## src/rtl/svcr_consts.svh

```systemverilog
// constants for the second virtual channel register bank
// assumes byte addresses within the link register base region
`ifndef SVCR_CONSTS_SVH
`define SVCR_CONSTS_SVH
`define SVCR_OFS_CAP 8'h1C
`define SVCR_OFS_CTL 8'h20
`define SVCR_OFS_STS 8'h26
`define SVCR_CAP_RESET 32'h0000_8001
`define SVCR_CTL_RESET 32'h0100_0000
`define SVCR_STS_RESET 16'h0002
`define SVCR_CAP_REJSN_BIT 15
`define SVCR_CTL_EN_BIT 31
`define SVCR_CTL_ID_HI 26
`define SVCR_CTL_ID_LO 24
`define SVCR_CTL_SEL_HI 19
`define SVCR_CTL_SEL_LO 17
`define SVCR_CTL_MAP_HI 7
`define SVCR_CTL_MAP_LO 1
`define SVCR_STS_PEND_BIT 1
`define SVCR_ARB_CAP 8'h01
`define SVCR_ID_RESET 3'h1
`endif

```

## src/rtl/svcr_pkg.sv

```systemverilog
// types for the second virtual channel register bank
// assumes svcr_consts.svh is on the include path
`default_nettype none
package svcr_pkg;
  typedef enum logic [1:0] {
    SVCR_NEG_PENDING = 2'b00,
    SVCR_NEG_INIT = 2'b01,
    SVCR_NEG_DONE = 2'b10
  } svcr_neg_t;
endpackage
`default_nettype wire

```

## src/rtl/svcr_regs.sv

```systemverilog
// register bank of the second virtual channel: capability, control, status
// assumes a simple synchronous read/write port and a flow-control engine reporting link state
`include "svcr_consts.svh"
`default_nettype none
// Summary of operation
// With reject-snoop fixed at one, a transaction where no-snoop applies but is clear is an Unsupported Request.
// The port arbitration capability field reads 01h, fixed hardware arbitration only.
// Control bit 31 enables the channel when one, disables when zero, and resets to zero.
// The identifier at 26:24 resets to one, must be non-zero, and cannot change while enabled.
// Software programs the arbitration select only to a value matching a set capability bit; it resets to zero.
// Each set map bit routes the traffic class of that position to this channel; the map resets to zero.
// Traffic class zero always goes to the first channel, so map bit 0 is read-only zero.
// Software quiesces traffic of a class before removing it from an enabled channel's map.
// Negotiation pending reads one while initializing or disabling, zero once done, and resets to one.
// Pending is set on reset, while the channel is disabled, and while the link is down.
// Pending clears when the link leaves the second flow-control initialization state successfully.
// Reserved and read-only bits return fixed values and ignore writes.
// While enabled only mapped classes use the channel and the identifier stays stable.
module svcr_regs
  import svcr_pkg::*;
#(
  parameter int ADDR_W = 8
) (
  input wire logic SYS_CLK,
  input wire logic RESET,
  input wire logic CLK_EN,
  input wire logic [ADDR_W-1:0] REG_ADDR,
  input wire logic REG_WR,
  input wire logic REG_RD,
  input wire logic [3:0] REG_BE,
  input wire logic [31:0] REG_WDATA,
  input wire logic LINK_UP,
  input wire logic FC_INIT2_DONE,
  input wire logic [2:0] TLP_TC,
  input wire logic TLP_SNOOP_APPLIES,
  input wire logic TLP_NO_SNOOP,
  output logic [31:0] REG_RDATA,
  output logic REG_RVALID,
  output logic CHAN_ENABLE,
  output logic [2:0] CHAN_ID,
  output logic [2:0] ARB_SELECT,
  output logic [7:0] TC_MAP,
  output logic TC_HIT,
  output logic TLP_REJECT_UR
);
  logic enable_reg;
  logic [2:0] id_reg;
  logic [2:0] sel_reg;
  logic [7:1] map_reg;
  svcr_neg_t neg_reg;
  svcr_neg_t neg_next;
  logic pending;
  logic hit;
  logic reject;
  logic [31:0] cap_word;
  logic [31:0] ctl_word;
  logic [31:0] sts_word;
  logic [31:0] rd_next;
  logic wr_ctl;
  logic wr_lane3;
  logic wr_lane2;
  logic wr_lane0;
  logic id_wr_ok;

  // fixed capability and live control/status images; reserved bits are constant zero
  always_comb begin
    cap_word = `SVCR_CAP_RESET;
    cap_word[`SVCR_CAP_REJSN_BIT] = 1'b1;
    ctl_word = 32'h0000_0000;
    ctl_word[`SVCR_CTL_EN_BIT] = enable_reg;
    ctl_word[`SVCR_CTL_ID_HI:`SVCR_CTL_ID_LO] = id_reg;
    ctl_word[`SVCR_CTL_SEL_HI:`SVCR_CTL_SEL_LO] = sel_reg;
    ctl_word[`SVCR_CTL_MAP_HI:`SVCR_CTL_MAP_LO] = map_reg; // bit 0 stays zero
    sts_word = 32'h0000_0000;
    sts_word[`SVCR_STS_PEND_BIT] = pending;
  end

  assign wr_ctl = REG_WR && (REG_ADDR == ADDR_W'(`SVCR_OFS_CTL));

  // lane strobes gated by the clock enable so a frozen bank takes nothing
  assign wr_lane3 = CLK_EN && wr_ctl && REG_BE[3];
  assign wr_lane2 = CLK_EN && wr_ctl && REG_BE[2];
  assign wr_lane0 = CLK_EN && wr_ctl && REG_BE[0];
  // old enable decides, so enable and id written together while off both take
  assign id_wr_ok = wr_lane3 && !enable_reg && (REG_WDATA[`SVCR_CTL_ID_HI:`SVCR_CTL_ID_LO] != 3'h0);

  // enable bit, byte lane 3
  always_ff @(posedge SYS_CLK) begin
    if (RESET) begin
      enable_reg <= 1'b0;
    end else if (wr_lane3) begin
      enable_reg <= REG_WDATA[`SVCR_CTL_EN_BIT];
    end
  end

  // identifier: frozen while enabled, zero writes dropped since zero is illegal
  always_ff @(posedge SYS_CLK) begin
    if (RESET) begin
      id_reg <= `SVCR_ID_RESET;
    end else if (id_wr_ok) begin
      id_reg <= REG_WDATA[`SVCR_CTL_ID_HI:`SVCR_CTL_ID_LO];
    end
  end

  // arbitration select, byte lane 2; value checking is software's job
  always_ff @(posedge SYS_CLK) begin
    if (RESET) begin
      sel_reg <= 3'h0;
    end else if (wr_lane2) begin
      sel_reg <= REG_WDATA[`SVCR_CTL_SEL_HI:`SVCR_CTL_SEL_LO];
    end
  end

  // class map, byte lane 0; bit 0 has no storage at all
  always_ff @(posedge SYS_CLK) begin
    if (RESET) begin
      map_reg <= 7'h00;
    end else if (wr_lane0) begin
      map_reg <= REG_WDATA[`SVCR_CTL_MAP_HI:`SVCR_CTL_MAP_LO];
    end
  end

  // negotiation tracker: pending unless enabled, link up and init2 exited
  always_comb begin
    neg_next = neg_reg;
    unique case (neg_reg)
      SVCR_NEG_PENDING: begin
        if (enable_reg && LINK_UP) begin
          neg_next = SVCR_NEG_INIT;
        end
      end
      SVCR_NEG_INIT: begin
        if (!enable_reg || !LINK_UP) begin
          neg_next = SVCR_NEG_PENDING;
        end else if (FC_INIT2_DONE) begin
          neg_next = SVCR_NEG_DONE;
        end
      end
      SVCR_NEG_DONE: begin
        if (!enable_reg || !LINK_UP) begin
          neg_next = SVCR_NEG_PENDING;
        end
      end
      default: begin
        neg_next = SVCR_NEG_PENDING;
      end
    endcase
  end

  always_ff @(posedge SYS_CLK) begin
    if (RESET) begin
      neg_reg <= SVCR_NEG_PENDING;
    end else if (CLK_EN) begin
      neg_reg <= neg_next;
    end
  end

  assign pending = (neg_reg != SVCR_NEG_DONE);

  // read mux; unmapped addresses read zero
  always_comb begin
    unique case (REG_ADDR)
      ADDR_W'(`SVCR_OFS_CAP): rd_next = cap_word;
      ADDR_W'(`SVCR_OFS_CTL): rd_next = ctl_word;
      ADDR_W'(`SVCR_OFS_STS): rd_next = sts_word;
      default: rd_next = 32'h0000_0000;
    endcase
  end

  // read valid pulse, one cycle after the strobe
  always_ff @(posedge SYS_CLK) begin
    if (RESET) begin
      REG_RVALID <= 1'b0;
    end else if (CLK_EN) begin
      REG_RVALID <= REG_RD;
    end
  end

  // read data held until the next read, so a slow master may still pick it up
  always_ff @(posedge SYS_CLK) begin
    if (RESET) begin
      REG_RDATA <= 32'h0000_0000;
    end else if (CLK_EN && REG_RD) begin
      REG_RDATA <= rd_next;
    end
  end

  // per-transaction check; only mapped classes pass once negotiated
  svcr_tc_check u_check (
    .tc(TLP_TC),
    .snoop_applies(TLP_SNOOP_APPLIES),
    .no_snoop(TLP_NO_SNOOP),
    .tc_map({map_reg, 1'b0}),
    .enable(enable_reg && !pending),
    .map_hit(hit),
    .reject_ur(reject)
  );

  // registered copies of the control fields so every output comes straight from a flop
  always_ff @(posedge SYS_CLK) begin
    if (RESET) begin
      CHAN_ENABLE <= 1'b0;
      CHAN_ID <= `SVCR_ID_RESET;
      ARB_SELECT <= 3'h0;
      TC_MAP <= 8'h00;
    end else if (CLK_EN) begin
      CHAN_ENABLE <= enable_reg;
      CHAN_ID <= id_reg;
      ARB_SELECT <= sel_reg;
      TC_MAP <= {map_reg, 1'b0};
    end
  end

  // transaction verdicts, one cycle after class and attributes arrive
  always_ff @(posedge SYS_CLK) begin
    if (RESET) begin
      TC_HIT <= 1'b0;
      TLP_REJECT_UR <= 1'b0;
    end else if (CLK_EN) begin
      TC_HIT <= hit;
      TLP_REJECT_UR <= reject;
    end
  end
endmodule // svcr_regs
`default_nettype wire

```

## src/rtl/svcr_tc_check.sv

```systemverilog
// per-transaction admission check for the second channel
// assumes tc and attribute inputs are synchronous to the clock
`include "svcr_consts.svh"
`default_nettype none
module svcr_tc_check (
  input wire logic [2:0] tc,
  input wire logic snoop_applies,
  input wire logic no_snoop,
  input wire logic [7:0] tc_map,
  input wire logic enable,
  output logic map_hit,
  output logic reject_ur
);
  // class zero never hits: bit 0 of the map is held zero
  always_comb begin
    map_hit = enable & tc_map[tc];
    reject_ur = map_hit & snoop_applies & ~no_snoop;
  end
endmodule // svcr_tc_check
`default_nettype wire

```

## config.mk

```make
export PLATFORM = sky130hd
export DESIGN_NAME = svcr_regs
export DESIGN_NICKNAME = d
export VERILOG_FILES = /design/src/rtl/svcr_pkg.sv /design/src/rtl/svcr_regs.sv /design/src/rtl/svcr_tc_check.sv
export VERILOG_INCLUDE_DIRS = /design/src /design/src/rtl
export SDC_FILE = /design/constraint.sdc
export NUM_CORES = 1
export LEC_CHECK = 0
export BUFFER_PORTS_ARGS = -buffer_cell sky130_fd_sc_hd__clkbuf_2
export CORE_MARGIN = 8
export CORE_UTILIZATION = 44
export DETAILED_ROUTE_END_ITERATION = 7
export PLACE_DENSITY = 0.82
export SLEW_MARGIN = 20
export SYNTH_ARGS = -nofsm -noshare
export SYNTH_HDL_FRONTEND = slang
export SYNTH_SLANG_ARGS = --single-unit
```

## constraint.sdc

```tcl
create_clock -name SYS_CLK -period 1.7 [get_ports SYS_CLK]
set_input_delay 0.085 -clock SYS_CLK [delete_from_list [all_inputs] [get_ports SYS_CLK]]
set_output_delay 0.085 -clock SYS_CLK [all_outputs]
set_load 0.1 [all_outputs]
```

==> out/results.tsv, run 1 <==
stage	metric	value	unit
outcome	outcome	finished, final reports clean	
place	Placed Cells	319	
place	RD Place Congestion	0.820	
global_route	remaining global-route overflow	0	
place	# port buffers	69	
drt	via count	1630	
setup_path	R2R Path End	id_reg[0]	
yosys	#FFs+latches synth	48	
setup_path	Worst EP arrival	1.51	ns
yosys	yosys warns	0	
clocking	Post-CTS Resized	0	
sta	Tcrit/Tclk final	0.781	
sta	Setup TNS	0	ns
yosys	syn avg cell area	9.92	µm²
hold_path	hold endpoint	map_reg[5]	
clocking	clock sinks	48	
setup_path	maximum fanout along the worst path	5	
setup_path	critical path data required time	1.88	ns
global_route	initial antenna violation count	0	
finish	fraction of layout cells with a size suffix above 1	0.331	
clocking	later-pin clock latency in the skew report	0.29	ns
finish	final core utilization	0.559	
yosys	dominant cell type by area after synthesis	dfxtp_1	
yosys	Mapped Area	0.00201	mm²
clocking	CTS root buf	clkbuf_8	
setup_path	critical path class	flop to flop	
sta	RSZ-0062 raised after global routing	false	
clocking	H-tree Lvls	2	
drt	wire per inst	15.1	µm
yosys	sequential area share after synthesis	0.477	
power	Pleak	1.19	nW
finish	fill count	421	
clocking	CTS tree	done	
yosys	count of cell types in the netlist	34	
sta	Post-Route Skew	0.00514	ns
place	pre-CTS setup slack	0.111	ns
setup_path	reg2reg start	enable_reg	
hold_path	Hold Crit Start	REG_WDATA[5]	
finish	Largest register FFs	15	
place	DP HPWL	3890	µm
power	VDD IR-drop max	0.474	mV
yosys	Most used DFF post-synth	dfxtp_1	
clocking	Worst-path clk slew	0.09	ns
yosys	dominant cell by count in the synthesized netlist	dfxtp_1	
yosys	Synth async-reset ratio	0	
yosys	post-synth top area share	0.477	
global_route	vias in the first global route	1692	
flow_run	# Max-Cap Violations	0	
finish	flip-flop and latch area	961	µm²
drt	ANT nets after route	0	
yosys	synth top area cells	dfxtp_1 48%, mux2i_1 12%, buf_4 6.7%, a22o_1 5.7%, nor2_1 5.4%	
finish	ANT cells	0	
yosys	Mapped Cells	203	
finish	multi-input logic area	940	µm²
floorplan	initial core utilization	0.459	
setup_path	CP cell instances	nor2b_1, and4_1, o21ai_1, a211o_1	
drt	DR DRC count	0	
floorplan	core area	0.00438	mm²
global_route	first-pass GRT wire length	7890	µm
yosys	top cells by count, synth	48 x dfxtp_1, 29 x nor2_1, 24 x mux2i_1	
sta	Max Fclk	753	MHz
hold_path	cell depth of the worst hold path	3	
sta	post-route setup slack	0.372	ns
sta	slew at the pin with the worst max-slew slack	0.674	ns
setup_path	biggest cell delay along the critical path	0.36	ns
finish	Final Non-Filler Cells	327	
sta	final setup vio count	0	
setup_path	reg2reg path depth	4	
yosys	Post-synth EDFFs	0	
drt	vias per cell	4.98	
clocking	Max clock buf depth	2	
setup_path	Critical-path top delay cell	dfxtp_1	
setup_path	crit end category	flop	
sta	Slew Viols, Final	0	
finish	Area Overhead vs Synth	21.8	%
clocking	Hold Buf Count CTS	0	
floorplan	die width	83.6	µm
sta	slew margin rel.	0.551	
power	Power Dens Cells	873	mW/mm²
clocking	Post-CTS Setup Inserts	0	
clocking	Num CTS Buffers	5	
sta	Min Clock Period, post-route	1.33	ns
drt	Pre-Repair DR Iteration Count	4	
sta	Final Hold Fails	0	
floorplan	# IOs	106	
drt	initial drt markers	77	
global_route	largest net degree at the start of global routing	38	
floorplan	FP Rows	24	
floorplan	die area	0.00700	mm²
finish	fin nets	330	
global_route	aggregate global-route resource usage	0.135	
setup_path	crit start category	flop	
drt	routed wire length	4940	µm
floorplan	Die Ht	83.6	µm
setup_path	r2r setup slk	0.37	ns
hold_path	Worst Hold Class	primary input to flop	
[cells in the final DEF, fill, tap and decap left out, types with 2 or more instances in the layout]
cell type	instances
clkbuf_2	69
dfxtp_1	48
nor2_1	29
mux2i_1	24
conb_1	17
a22o_1	13
nand2_1	12
a21oi_1	7
nand2b_1	6
nand4_1	6
clkbuf_8	6
buf_4	6
nor2b_1	3
o21ai_0	3
o21ai_1	3
nand3_1	2
a211o_1	2
[routing by layer]
layer,global-route usage,part of all wire,up-vias
met5,0,0,-
met4,0.0424,0.0089,0
met3,0.0547,0.070,4
met2,0.243,0.52,46
met1,0.139,0.41,757
li1,-,-,823
[kinds of logic (layout without fill, tap and decap cells)]
logic type             after synthesis  after routing  synth area share
multiplexers                        26             26             0.136
AND/OR/NAND/NOR                     71             71             0.192
buffers and inverters               27             83            0.0876
other                                1             17           0.00186
flip-flops                          48             48             0.477
AO/OA/AOI/OAI                       30             30             0.105
[how the worst max path moves through the flow]
stage,from,to,slack [ns],cells after the start
after floorplan,REG_RDATA[15],REG_RDATA[15],0.24,1
after global placement,REG_ADDR[7],REG_RDATA[7],0.13,6
after detailed placement,REG_ADDR[7],REG_RDATA[25],0.11,6
after CTS,enable_reg,id_reg[0],0.37,4
after global routing,enable_reg,id_reg[0],0.30,4
final,enable_reg,id_reg[0],0.37,4
[power breakdown]
group          switching [mW]  internal (mW)  total (mW)
Clock                   0.370          0.333       0.703
Combinational           0.254         0.0568       0.311
Sequential            0.00152           1.13        1.13
Total                   0.626           1.52        2.14
[metrics by stage]
step                power, mW  instance area (µm²)  hold WS, ns
floorplan                1.42                 2070        0.225
global placement         1.46                 2350        0.314
detailed placement       1.46                 2360        0.322
CTS                      2.16                 2450       0.0135
global route             2.22                 2450       0.0193
finish                   2.14                 2450       0.0238
[final cells by class]
type / instances / share of cell area
clock buffers: 6 / 0.0337
repair buffers: 75 / 0.159
well taps: 52 / 0.0265
clock inverters: 2 / 0.00561
multi-input cells: 144 / 0.383
flip-flops and latches: 48 / 0.392
[worst max-delay path: cells and delay by family (launching register included)]
family | cells | cell delay (ns)
AOI/OAI and AO/OA | 2 | 0.39
DFF | 1 | 0.36
and+or+nand+nor | 2 | 0.47
Note: power is estimated with default switching activity, not from simulation.
==> inputs of run 2 (changes only) <==
- CORE_UTILIZATION: 44 -> 40
- PLACE_DENSITY: 0.82 -> 0.79
- clock period: 1.7 -> 1.2 ns (I/O delays scaled with it)
==> run 2 against run 1 <==
Against the previous run:
- the run now ends with setup timing left
- wire length increased by 9.1%
- sequential share of layout area is 5.3 points lower
- clock power up 69%
==> out/results.tsv, run 2 (synthesized netlist as in run 1, its figures left out) <==
stage	metric	value	unit
outcome	outcome	finished, violations left	
outcome	failing checks	setup timing	
clocking	Worst-path clk slew	0.10	ns
global_route	first-pass GRT wire length	8790	µm
global_route	remaining global-route overflow	0	
sta	Min Clock Period, post-route	1.24	ns
floorplan	# IOs	106	
setup_path	maximum fanout along the worst path	6	
sta	Post-Route Skew	0.00979	ns
sta	Hold WS	0.0118	ns
drt	DR DRC count	0	
sta	final setup vio count	13	
power	power share of the clock group	0.361	
sta	slew at the pin with the worst max-slew slack	1.03	ns
global_route	aggregate global-route resource usage	0.146	
place	RD Place Congestion	0.784	
global_route	largest net degree at the start of global routing	38	
place	Placed Area	0.00265	mm²
drt	initial drt markers	113	
clocking	Max clock buf depth	2	
finish	fill count	444	
finish	fraction of layout cells with a size suffix above 1	0.449	
finish	Design Area, Final	0.00291	mm²
floorplan	die area	0.00756	mm²
clocking	later-pin clock latency in the skew report	0.30	ns
drt	Pre-Repair DR Iteration Count	4	
setup_path	Worst EP arrival	1.49	ns
flow_run	# Max-Cap Violations	0	
power	sw power	940	µW
sta	slew margin rel.	0.312	
finish	most frequent cells in the layout	55 x buf_4, 35 x clkbuf_2, 29 x nor2_1	
setup_path	critical path class	primary input to flop	
setup_path	crit end category	flop	
sta	Tcrit/Tclk final	1.03	
place	Placed Cells	356	
power	Combinational Power Share	0.154	
sta	RSZ-0062 raised after global routing	true	
drt	via count	1764	
finish	Final Non-Filler Cells	373	
floorplan	Die Ht	86.9	µm
sta	Slew Viols, Final	0	
finish	most common cell after layout, fill and taps aside	buf_4	
setup_path	crit start category	primary input	
clocking	Post-CTS Setup Inserts	0	
power	Power Internal	2.35	mW
hold_path	Worst Hold Class	primary input to flop	
floorplan	core area	0.00498	mm²
floorplan	die width	86.9	µm
global_route	initial antenna violation count	0	
sta	Final Hold Fails	0	
finish	Largest register FFs	15	
place	# port buffers	69	
sta	Setup TNS	-0.362	ns
global_route	vias in the first global route	1859	
finish	Area Overhead vs Synth	44.7	%
clocking	Num CTS Buffers	5	
power	sequential power share	0.485	
power	VDD IR-drop max	0.739	mV
drt	routed wire length	5390	µm
finish	final core utilization	0.585	
clocking	H-tree Lvls	2	
clocking	CTS root buf	clkbuf_8	
floorplan	FP Rows	26	
clocking	clock sinks	48	
power	Pleak	1.39	nW
power	Sw Share	0.285	
setup_path	critical path data required time	1.45	ns
drt	wire per inst	14.5	µm
place	DP HPWL	4130	µm
drt	vias per cell	4.73	
sta	Max Fclk	808	MHz
drt	ANT nets after route	0	
finish	ANT cells	0	
floorplan	initial core utilization	0.404	
sta	post-route setup slack	-0.0382	ns
finish	fin nets	358	
clocking	CTS tree	done	
power	Power Dens Cells	1130	mW/mm²
## run 2: path summary, 6_finish.rpt
kind / from / slack, ns / depth (start not counted) / to
worst max-delay path: REG_ADDR[7] / -0.04 / 6 / REG_RDATA[3]
worst min-delay path: REG_WDATA[1] / 0.01 / 3 / map_reg[1]
worst max register to register: map_reg[1] / 0.04 / 4 / TC_HIT
worst min register to register: TLP_REJECT_UR / 0.46 / 2 / TLP_REJECT_UR
## run 2: through the flow
| step | power [mW] | setup WS [ns] |
|---|---|---|
| floorplan | 2.02 | -0.223 |
| global placement | 2.11 | -0.316 |
| detailed placement | 2.11 | -0.341 |
| CTS | 3.31 | -0.0315 |
| global route | 3.41 | -0.102 |
| finish | 3.29 | -0.0382 |
## run 2: cell type report
cell class,instances,area (µm²),area share
Tap cell,70,87.6,0.0301
Clock inverter,3,46.3,0.0159
Clock buffer,5,68.8,0.0236
Multi-Input combinational cell,144,991,0.340
Sequential cell,48,987,0.339
Timing Repair Buffer,103,732,0.251
## run 2: timing repair
| action | 4_1_cts | 5_1_grt |
|---|---|---|
| pin swaps | 0 | 9 |
| resized for setup | 1 | 13 |
| endpoints found under the hold margin | 8 | 1 |
| hold buffers | 9 | 1 |
| setup endpoints to repair | 14 | 18 |
## run 2: worst max-delay path, stage by stage
cell    delay, ns
buf_6        0.09
or3_4        0.38
or4_4        0.51
nor3_4       0.17
buf_6        0.15
a22o_1       0.13
## run 2: routing by layer
layer,vias up,global-route usage,routed length [µm]
li1,880,-,-
met1,811,0.165,2190
met2,67,0.246,2690
met3,6,0.0491,446
met4,0,0.0532,61
met5,-,0,0
## run 2: power by group through the flow
| stage | Sequential [mW] | Combinational (mW) | Clock, mW |
|---|---|---|---|
| floorplan | 1.66 | 0.359 | 0 |
| global placement | 1.63 | 0.471 | 0 |
| detailed placement | 1.63 | 0.474 | 0 |
| CTS | 1.60 | 0.499 | 1.21 |
| global route | 1.60 | 0.531 | 1.28 |
| finish | 1.60 | 0.508 | 1.19 |
